### src/hdl/scan_flag_cfg.svh
// Constants for the scan status flag bank: reset values and widths.
// Assumes inclusion by bare name; definitions only.
`ifndef SCAN_FLAG_CFG_SVH
`define SCAN_FLAG_CFG_SVH
`define WORD_W 16
`define WORD_RST 16'h0000
`define FLAG_RST 1'b0
`define CONST_ONE 1'b1
`define CONST_ZERO 1'b0
`endif

### src/hdl/scan_flag_pkg.sv
// Types for the scan status flag bank.
// Assumes the cfg header is reachable on the include path.
`include "scan_flag_cfg.svh"
package scan_flag_pkg;
	typedef logic [`WORD_W-1:0] word_t;
	// Per-scan phase of the flag bank
	typedef enum logic [1:0] {
		ph_idle_t = 2'b00,
		ph_run_t = 2'b01
	} phase_t;
endpackage

### src/hdl/scan_status_flag_bank.sv
// Scan status flag bank: read-only flags and data words of the scan engine.
// Assumes event inputs are one-cycle strobes synchronous to mclk.
// Function
// - Flags change only from internal conditions
// - Flags never drive external output terminals
// - Diagnostic error sets flag, stores code
// - I/O verify error sets flag, stores position
// - Sticky op error keeps first address
// - Pulse op error, latest address overwritten
// - Carry pulses on overflow, underflow, shift
// - Greater-than pulses on larger compare
// - Equal pulses on equal or zero result
// - Less-than pulses on smaller compare
// - Timer contact set at zero while triggered, cleared untriggered
// - Tool link error sets flag
// - Constant scan overrun sets flag
// - Toggle flag inverts every scan
`timescale 1ns/1ps
`include "scan_flag_cfg.svh"
module scan_status_flag_bank
	import scan_flag_pkg::*;
(
	// Clock and reset
	input wire logic mclk,
	input wire logic resetn,
	// Scan engine
	input wire logic scan_start,
	input wire logic const_scan_mode,
	input wire logic scan_time_over,
	// Error events
	input wire logic diag_err_evt,
	input wire word_t diag_err_code,
	input wire logic io_verify_evt,
	input wire word_t io_verify_pos,
	input wire logic op_err_evt,
	input wire word_t op_err_addr,
	input wire logic tool_link_err_evt,
	// Arithmetic and compare events
	input wire logic arith_carry_evt,
	input wire logic shift_carry_evt,
	input wire logic arith_zero_evt,
	input wire logic cmp_evt,
	input wire logic cmp_gt,
	input wire logic cmp_eq,
	input wire logic cmp_lt,
	// Auxiliary timer
	input wire logic aux_timer_zero,
	input wire logic aux_timer_trigger,
	// Internal flag read side only, never output terminals
	output logic diag_error_flag,
	output word_t diag_error_code_word,
	output logic io_verify_error_flag,
	output word_t io_verify_position_word,
	output logic op_error_sticky_flag,
	output word_t first_op_error_addr_word,
	output logic op_error_pulse_flag,
	output word_t latest_op_error_addr_word,
	output logic carry_flag_bit,
	output logic greater_than_flag,
	output logic equal_flag,
	output logic less_than_flag,
	output logic aux_timer_contact,
	output logic tool_link_error_flag,
	output logic scan_overrun_flag,
	output logic constant_one_flag,
	output logic constant_zero_flag,
	output logic scan_toggle_flag
);
	// ***************************************************
	// Pulse flags
	// ***************************************************
	logic [4:0] pset; // Pulse set events
	logic [4:0] pflag; // Pulse flag states
	assign pset[0] = op_err_evt;
	assign pset[1] = arith_carry_evt | shift_carry_evt;
	assign pset[2] = cmp_evt & cmp_gt;
	assign pset[3] = (cmp_evt & cmp_eq) | arith_zero_evt;
	assign pset[4] = cmp_evt & cmp_lt;
	genvar gi;
	generate
		for (gi = 0; gi < 5; gi++) begin : g_pulse
			pulse_flag u_pf (
				.mclk(mclk),
				.resetn(resetn),
				.scan_start(scan_start),
				.set_evt(pset[gi]),
				.flag(pflag[gi])
			);
		end
	endgenerate
	assign op_error_pulse_flag = pflag[0];
	assign carry_flag_bit = pflag[1];
	assign greater_than_flag = pflag[2];
	assign equal_flag = pflag[3];
	assign less_than_flag = pflag[4];
	// ***************************************************
	// Constant flags
	// ***************************************************
	// No write port exists; only internal events reach the flags
	assign constant_one_flag = `CONST_ONE;
	assign constant_zero_flag = `CONST_ZERO;
	// ***************************************************
	// Error flags and words
	// ***************************************************
	// Diagnostic error and code
	always_ff @(posedge mclk or negedge resetn) begin
		if (!resetn) begin
			diag_error_flag <= `FLAG_RST;
			diag_error_code_word <= `WORD_RST;
		end else if (diag_err_evt) begin
			diag_error_flag <= 1'b1;
			diag_error_code_word <= diag_err_code;
		end
	end
	// I/O verify error and position
	always_ff @(posedge mclk or negedge resetn) begin
		if (!resetn) begin
			io_verify_error_flag <= `FLAG_RST;
			io_verify_position_word <= `WORD_RST;
		end else if (io_verify_evt) begin
			io_verify_error_flag <= 1'b1;
			io_verify_position_word <= io_verify_pos;
		end
	end
	// Sticky op error keeps the first address
	always_ff @(posedge mclk or negedge resetn) begin
		if (!resetn) begin
			op_error_sticky_flag <= `FLAG_RST;
			first_op_error_addr_word <= `WORD_RST;
		end else if (op_err_evt && !op_error_sticky_flag) begin
			op_error_sticky_flag <= 1'b1;
			first_op_error_addr_word <= op_err_addr;
		end
	end
	// Latest op error address
	always_ff @(posedge mclk or negedge resetn) begin
		if (!resetn) begin
			latest_op_error_addr_word <= `WORD_RST;
		end else if (op_err_evt) begin
			latest_op_error_addr_word <= op_err_addr;
		end
	end
	// Tool link error
	always_ff @(posedge mclk or negedge resetn) begin
		if (!resetn) begin
			tool_link_error_flag <= `FLAG_RST;
		end else if (tool_link_err_evt) begin
			tool_link_error_flag <= 1'b1;
		end
	end
	// Constant scan overrun
	always_ff @(posedge mclk or negedge resetn) begin
		if (!resetn) begin
			scan_overrun_flag <= `FLAG_RST;
		end else if (const_scan_mode && scan_time_over) begin
			scan_overrun_flag <= 1'b1;
		end
	end
	// ***************************************************
	// Timer contact and scan toggle
	// ***************************************************
	// Trigger release wins over zero count
	always_ff @(posedge mclk or negedge resetn) begin
		if (!resetn) begin
			aux_timer_contact <= `FLAG_RST;
		end else if (aux_timer_zero && aux_timer_trigger) begin
			aux_timer_contact <= 1'b1;
		end else if (!aux_timer_trigger) begin
			aux_timer_contact <= 1'b0;
		end
	end
	// Toggle at every scan start
	always_ff @(posedge mclk or negedge resetn) begin
		if (!resetn) begin
			scan_toggle_flag <= `FLAG_RST;
		end else if (scan_start) begin
			scan_toggle_flag <= ~scan_toggle_flag;
		end
	end
endmodule

### src/hdl/pulse_flag.sv
// One-scan pulse flag: set by an event, cleared at the next scan start.
// Assumes scan_start and event are synchronous to mclk.
`timescale 1ns/1ps
module pulse_flag (
	// Clock and reset
	input wire logic mclk,
	input wire logic resetn,
	// Controls
	input wire logic scan_start,
	input wire logic set_evt,
	// Flag
	output logic flag
);
	// Event wins over the scan-start clear
	always_ff @(posedge mclk or negedge resetn) begin
		if (!resetn) begin
			flag <= 1'b0;
		end else if (set_evt) begin
			flag <= 1'b1;
		end else if (scan_start) begin
			flag <= 1'b0;
		end
	end
endmodule

### config.mk
export PLATFORM = sky130hd
export DESIGN_NAME = scan_status_flag_bank
export DESIGN_NICKNAME = d
export VERILOG_FILES = /design/src/hdl/scan_flag_pkg.sv /design/src/hdl/scan_status_flag_bank.sv /design/src/hdl/pulse_flag.sv
export VERILOG_INCLUDE_DIRS = /design/src /design/src/hdl
export SDC_FILE = /design/constraint.sdc
export NUM_CORES = 1
export LEC_CHECK = 0
export BUFFER_PORTS_ARGS = -buffer_cell sky130_fd_sc_hd__buf_4
export CAP_MARGIN = 0
export CORE_ASPECT_RATIO = 0.5
export CORE_MARGIN = 5
export CORE_UTILIZATION = 45
export DETAILED_ROUTE_END_ITERATION = 8
export GPL_TIMING_DRIVEN = 0
export PLACE_DENSITY = 0.79
export SLEW_MARGIN = 30
export SYNTH_ARGS = -nofsm -noshare
export SYNTH_HDL_FRONTEND = slang
export SYNTH_SLANG_ARGS = --single-unit
### constraint.sdc
create_clock -name mclk -period 1.8 [get_ports mclk]
set_clock_uncertainty 0.1 [all_clocks]
set_input_delay 0.09 -clock mclk [delete_from_list [all_inputs] [get_ports mclk]]
set_output_delay 0.09 -clock mclk [all_outputs]
set_load 0.01 [all_outputs]
==> metrics.md, run 1 <==
| Metric | Value |
|---|---|
| Unrepaired setup endpoints after global routing | no |
| Setup TNS | 0 ns |
| Initial DRC count | 65 |
| CTS buffer count | 9 |
| Die H | 66.4 um |
| Slowest stage delay, CP | 0.56 ns |
| Register-to-register setup slack | 0.32 ns |
| Row count | 20 |
| Deepest clock path buffer count | 2 |
| Gate Count Post-Synth | 166 |
| Worst hold slack | 0.0619 ns |
| Post-DP HPWL | 5200 um |
| Simple-Gate Fraction of Synth Area | 0.0136 |
| Worst Path Required | 1.91 ns |
| Nets | 446 |
| Main combinational cell family by area after synthesis | multiplexers |
| Slowest-stage cell, CP | dlygate4sd3_1 |
| Worst Reg-to-Reg Cells | 2 |
| Layout cells sized above 1 | 0.605 |
| Final setup violation count | 0 |
| Leakage power | 2.35 nW |
| GRT Max-Usage Layer | met2 |
| Worst Max-Slew Pin Slew | 0.674 ns |
| Syn_area_per_cell | 17.2 um2 |
| Via count | 2,173 |
| Die area | 8150 um2 |
| Critical Path Most Common Cell | dlygate4sd3_1 |
| Clk slew on worst S/H paths | 0.06 ns |
| Xor-xnor portion of the synthesized cell area | 0.00306 |
| Compound-Gate Fraction of Synth Area | 0.0206 |
| Post-synth top area cell | dfrtp_1 |
| Drt wl/cell | 17.1 um |
| Diodes inserted | 0 |
| R2r startpoint | g_pulse[1].u_pf.flag |
| Clk_lat worst skew | 0.32 ns |
| Pwr Density | 936 nW/um2 |
| P&R area growth vs syn | 73.5% |
| Clock tree sinks | 76 |
| Fmax | 619 MHz |
| M1 GR Usage | 0.220 |
| Global-route wire length before repair | 12,800 um |
| # IOs | 144 |
| Initial core utilization | 0.468 |
| GRT Util Overall | 0.209 |
| H-Tree Level Count | 3 |
| Status | finished clean |
| Critical-path cell list | dlygate4sd3_1, buf_4, inv_1, a221o_1, dlygate4sd3_1 |
| Crit Reg-Reg Endpoint | g_pulse[1].u_pf.flag |
| Max IR drop VDD | 0.000685 V |
| Vias in the first global route | 2,464 |
| Worst slew margin | 0.551 |
| Chip Width | 123 um |
| Critical path arrival | 1.72 ns |
| Library cells used by synthesis | 17 |
| #FFs+latches synth | 76 |
| Final Critical Period | 1.62 ns |
| Grt met2 use | 0.410 |
| Net Count, Synth | 232 |
| First drt pass iteration count | 4 |
| Vias per std cell | 4.59 |
| Main area contributors after synthesis | dfrtp_1 (66%), mux2_2 (21%), mux2_4 (5.2%), buf_2 (0.87%), or2_2 (0.87%) |
| Critical Path Start Type | input port |
| Fin crit share | 0.898 |
| Hold EP | diag_error_code_word[2] |
| Crit Path Max Fanout | 5 |
| WL final | 8090 um |
| Remaining global-route overflow | 0 |
| Critical setup path kind | in -> reg |
| Grt met3 use | 0.0521 |
| Hold Path Class | in -> reg |
| Hold Vio Cnt, Final | 0 |
| Mux cell area share after synthesis | 0.265 |
| # DRC | 0 |
| Initial antenna violation count | 0 |
| Hold depth | 2 |
| Max-cap violation count | 0 |
| CTS Root Cell | clkbuf_16 |
| Critical path capture point type | register |
| Antenna viol nets, final | 0 |
| Count of pins over their slew limit | 0 |
| Register area share after synthesis | 0.665 |
| Share of the synthesized area in the top cell type | 0.665 |
| Total core area | 6110 um2 |
| Cts repair resizes | 0 |
| Setup WS post-layout | 0.184 ns |
| Hold_sp | diag_err_evt |
| Placed instance area | 4010 um2 |
| I/O Buffers | 138 |
| Final GP Congestion | 0.737 |
| Place WS | 0.455 ns |
| CTS tree | built |
| Synth Warn # | 0 |
| Largest net degree at the start of global routing | 77 |
| Mapped cell area | 2860 um2 |
| Final instance area | 4960 um2 |
| Post-synthesis adder-cell area fraction | 0 |
==> worst max path at each step <==
| stage | start | end | slack [ns] | depth (start not counted) |
|---|---|---|---|---|
| finish | scan_start | g_pulse[3].u_pf.flag | 0.18 | 5 |
| global route | scan_start | g_pulse[3].u_pf.flag | 0.16 | 5 |
| CTS | scan_start | g_pulse[3].u_pf.flag | 0.21 | 5 |
| detailed placement | op_error_sticky_flag | first_op_error_addr_word[13] | 0.46 | 4 |
| global placement | op_error_sticky_flag | first_op_error_addr_word[14] | 0.47 | 4 |
| floorplan | op_error_sticky_flag | first_op_error_addr_word[10] | 0.48 | 4 |
==> where the power goes <==
group	internal [mW]	total (mW)	switching [mW]
Clock	1.14	1.79	0.654
Combinational	0.544	0.872	0.329
Sequential	1.88	1.98	0.102
==> sequential cells by signal, summed over array words and instances, names as in the netlist <==
register                   flops
scan_toggle_flag               1
diag_error_flag                1
tool_link_error_flag           1
aux_timer_contact              1
io_verify_error_flag           1
scan_overrun_flag              1
first_op_error_addr_word      16
latest_op_error_addr_word     16
g_pulse.u_pf.flag              5
op_error_sticky_flag           1
diag_error_code_word          16
io_verify_position_word       16
==> timing repair <==
action | in CTS | in global routing
endpoints found under the hold margin | 148 | 0
buffers inserted | 0 | 0
hold buffers | 65 | 0
==> cell usage after synthesis <==
cell / n
xor2_1: 1
conb_1: 2
inv_1: 1
a211o_1: 1
nor2b_4: 1
mux2_2: 54
dfrtp_1: 76
buf_2: 5
buf_4: 2
o21a_1: 1
a221o_1: 1
or2_2: 4
a22o_1: 2
buf_6: 2
a21o_1: 2
mux2_4: 10
buf_12: 1
==> cells in the final DEF, fill, tap and decap left out, types with 2 or more instances in the layout <==
| cell | Yosys | routed |
|---|---|---|
| buf_4 | 2 | 139 |
| dfrtp_1 | 76 | 76 |
| dlygate4sd3_1 | 0 | 65 |
| mux2_2 | 54 | 54 |
| mux2_4 | 10 | 10 |
| clkbuf_16 | 0 | 9 |
| buf_2 | 5 | 5 |
| or2_2 | 4 | 4 |
| clkinv_2 | 0 | 4 |
| buf_6 | 2 | 3 |
| a22o_1 | 2 | 2 |
| a21o_1 | 2 | 2 |
| conb_1 | 2 | 2 |
| clkbuf_8 | 0 | 2 |
==> area by class of cell <==
cell class | count | area, um2
Inverter | 1 | 3.75
Sequential cell | 76 | 1900
Timing Repair Buffer | 203 | 1690
Clock buffer | 11 | 253
Buffer | 10 | 82.6
Fill cell | 329 | 1140
Clock inverter | 5 | 50.0
Tap cell | 88 | 110
Multi-Input combinational cell | 79 | 872
==> kinds of logic (layout without fill, tap and decap cells) <==
group	count (synthesis)	after routing
AOI/OAI and AO/OA	7	7
xor gates and xnor gates	1	1
buffers and inverters	11	230
DFF	76	76
muxes	64	64
other	2	2
and+or+nand+nor	5	5
==> routing by layer <==
metal,vias up,part of all wire
met5,-,0
met4,0,0.018
met3,17,0.034
met2,56,0.58
met1,1096,0.37
li1,1004,-
==> through the flow <==
step / util / std cells / power, mW
3_5_place_dp: 0.656 / 392 / 2.76
2_1_floorplan: - / 166 / 2.28
5_1_grt: 0.813 / 473 / 4.84
6_report: 0.813 / 473 / 4.65
4_1_cts: 0.812 / 473 / 4.66
3_3_place_gp: 0.656 / 392 / 2.72
==> critical path, delay by kind of cell <==
family / cells / cell delay [ns]
buffers and inverters: 4 / 1.30
AO/OA/AOI/OAI: 1 / 0.34
Power figures use the tool's default switching activity.
==> inputs of run 2 (changes only) <==
==> constraint.sdc (replaced) <==
create_clock -name mclk -period 1.5 [get_ports mclk]
set_clock_uncertainty 0.1 [all_clocks]
set_input_delay 0.075 -clock mclk [delete_from_list [all_inputs] [get_ports mclk]]
set_output_delay 0.075 -clock mclk [all_outputs]
set_load 0.01 [all_outputs]
==> metrics.md, run 2 (synthesized netlist as in run 1, its figures left out) <==
| Metric | Value |
|---|---|
| Status | finished clean |
| Largest net degree at the start of global routing | 77 |
| CP top delay family | buffers and inverters |
| Number of fill cells in the layout | 321 |
| Hold Path Class | in -> reg |
| Vias per std cell | 4.68 |
| Fin crit share | 0.992 |
| First drt pass iteration count | 4 |
| H-Tree Level Count | 3 |
| Slowest stage delay, CP | 0.55 ns |
| Diodes inserted | 0 |
| Final setup violation count | 0 |
| Worst Max-Slew Pin Slew | 0.664 ns |
| Max-cap violation count | 0 |
| Deepest clock path buffer count | 2 |
| Place WS | 0.155 ns |
| Final Critical Period | 1.49 ns |
| Die area | 8150 um2 |
| Chip Width | 123 um |
| Most frequent cells in the layout | buf_4 (141), dfrtp_1 (76), dlygate4sd3_1 (65) |
| Clk_lat worst skew | 0.32 ns |
| I/O Buffers | 138 |
| Remaining global-route overflow | 0 |
| Crit Path Max Fanout | 3 |
| Clock tree sinks | 76 |
| Register-to-register setup slack | 0.09 ns |
| Worst Path Required | 1.61 ns |
| Antenna viol nets, final | 0 |
| CP bufs+invs | 4 |
| Critical Path Start Type | input port |
| Critical path capture point type | register |
| Fmax | 672 MHz |
| Worst hold slack | 0.0375 ns |
| Multi-input gate area in the final layout | 872 um2 |
| Count of pins over their slew limit | 0 |
| Worst slew margin | 0.557 |
| Critical-path cell list | dlygate4sd3_1, buf_4, clkinvlp_4, a22o_1, dlygate4sd3_1 |
| Leakage power | 2.36 nW |
| Total core area | 6110 um2 |
| Critical setup path kind | in -> reg |
| Layout cells sized above 1 | 0.610 |
| Power, Total | 5.58 mW |
| Crit Reg-Reg Endpoint | latest_op_error_addr_word[0] |
| # DRC | 0 |
| Sequential cell area | 1900 um2 |
| Clk slew on worst S/H paths | 0.05 ns |
| Final GP Congestion | 0.737 |
| Vias in the first global route | 2,473 |
| Via count | 2,221 |
| Fin cells | 475 |
| Initial core utilization | 0.468 |
| Row count | 20 |
| Commonest non-fill, non-tap cell in the layout | buf_4 |
| # placed instances | 392 |
| CTS buffer count | 9 |
| R2r startpoint | latest_op_error_addr_word[0] |
| Final instance area | 4980 um2 |
| Setup WS post-layout | 0.0127 ns |
| Hold Vio Cnt, Final | 0 |
| Hold_sp | diag_err_evt |
| Initial DRC count | 56 |
| Drt wl/cell | 18.1 um |
| Hold depth | 2 |
| P&R area growth vs syn | 74.2% |
| CTS tree | built |
| Global-route wire length before repair | 12,800 um |
| WL final | 8600 um |
| Nets | 448 |
| Slowest-stage cell, CP | dlygate4sd3_1 |
| # IOs | 144 |
| Initial antenna violation count | 0 |
| Die H | 66.4 um |
| CTS Root Cell | clkbuf_16 |
| Critical path arrival | 1.59 ns |
| Post-DP HPWL | 5200 um |
| Pwr Density | 1120 nW/um2 |
| Worst Reg-to-Reg Cells | 2 |
| Critical Path Most Common Cell | dlygate4sd3_1 |
| GRT Util Overall | 0.209 |
| Max IR drop VDD | 0.000796 V |
| Placed instance area | 4010 um2 |
| Hold EP | diag_error_code_word[5] |
[run 2: cell types whose count changed in the layout (fill, tap and decap cells not counted)]
cell | before | now
buf_4 | 139 | 141
clkinvlp_4 | 0 | 1
inv_1 | 1 | 0
[run 2: worst register-to-register path: cells and delay by family (launching register included)]
family	cells	cell delay (ns)
flip-flops	1	0.38
multiplexers	1	0.26
buffers and inverters	1	0.55
[run 2: worst max-delay path by stage]
stage,start,slack [ns],endpoint,depth (start not counted)
6_report,scan_start,0.01,g_pulse[2].u_pf.flag,5
5_1_grt,scan_start,-0.01,g_pulse[2].u_pf.flag,5
4_1_cts,scan_start,0.03,g_pulse[4].u_pf.flag,5
3_5_place_dp,op_error_sticky_flag,0.16,first_op_error_addr_word[13],4
3_3_place_gp,op_error_sticky_flag,0.17,first_op_error_addr_word[14],4
2_1_floorplan,op_error_sticky_flag,0.18,first_op_error_addr_word[10],4
[run 2: metal layers]
| metal | wire length [um] | GRT usage | vias to the layer above |
|---|---|---|---|
| li1 | - | - | 1005 |
| met1 | 2970 | 0.209 | 1125 |
| met2 | 5080 | 0.422 | 73 |
| met3 | 358 | 0.0521 | 18 |
| met4 | 192 | 0.0669 | 0 |
| met5 | 0 | 0 | - |
[run 2: stage by stage]
step           utilization  setup TNS, ns
2_1_floorplan            -              0
3_3_place_gp         0.656              0
3_5_place_dp         0.656              0
4_1_cts              0.814              0
5_1_grt              0.816       -0.00951
6_report             0.816              0
[run 2: layout make-up]
| type | instances | share of cell area |
|---|---|---|
| Clock buffer | 11 | 0.0507 |
| Timing Repair Buffer | 205 | 0.342 |
| Buffer | 10 | 0.0166 |
| Clock inverter | 5 | 0.0100 |
| Sequential cell | 76 | 0.382 |
| Multi-Input combinational cell | 79 | 0.175 |
| Tap cell | 88 | 0.0221 |
| Inverter | 1 | 0.00151 |
[run 2: where the power goes]
part           switching (mW)  internal, mW  total [mW]
logic                   0.405         0.655        1.06
registers               0.126          2.26        2.38
clock network           0.775          1.37        2.14
total                    1.31          4.28        5.58
[run 2: what timing repair did]
item | in CTS | in global routing
hold buffers | 66 | 0
setup endpoints to repair | 0 | 2
setup buffers | 0 | 2
hold endpoints to repair | 148 | 0
resized for setup | 0 | 1
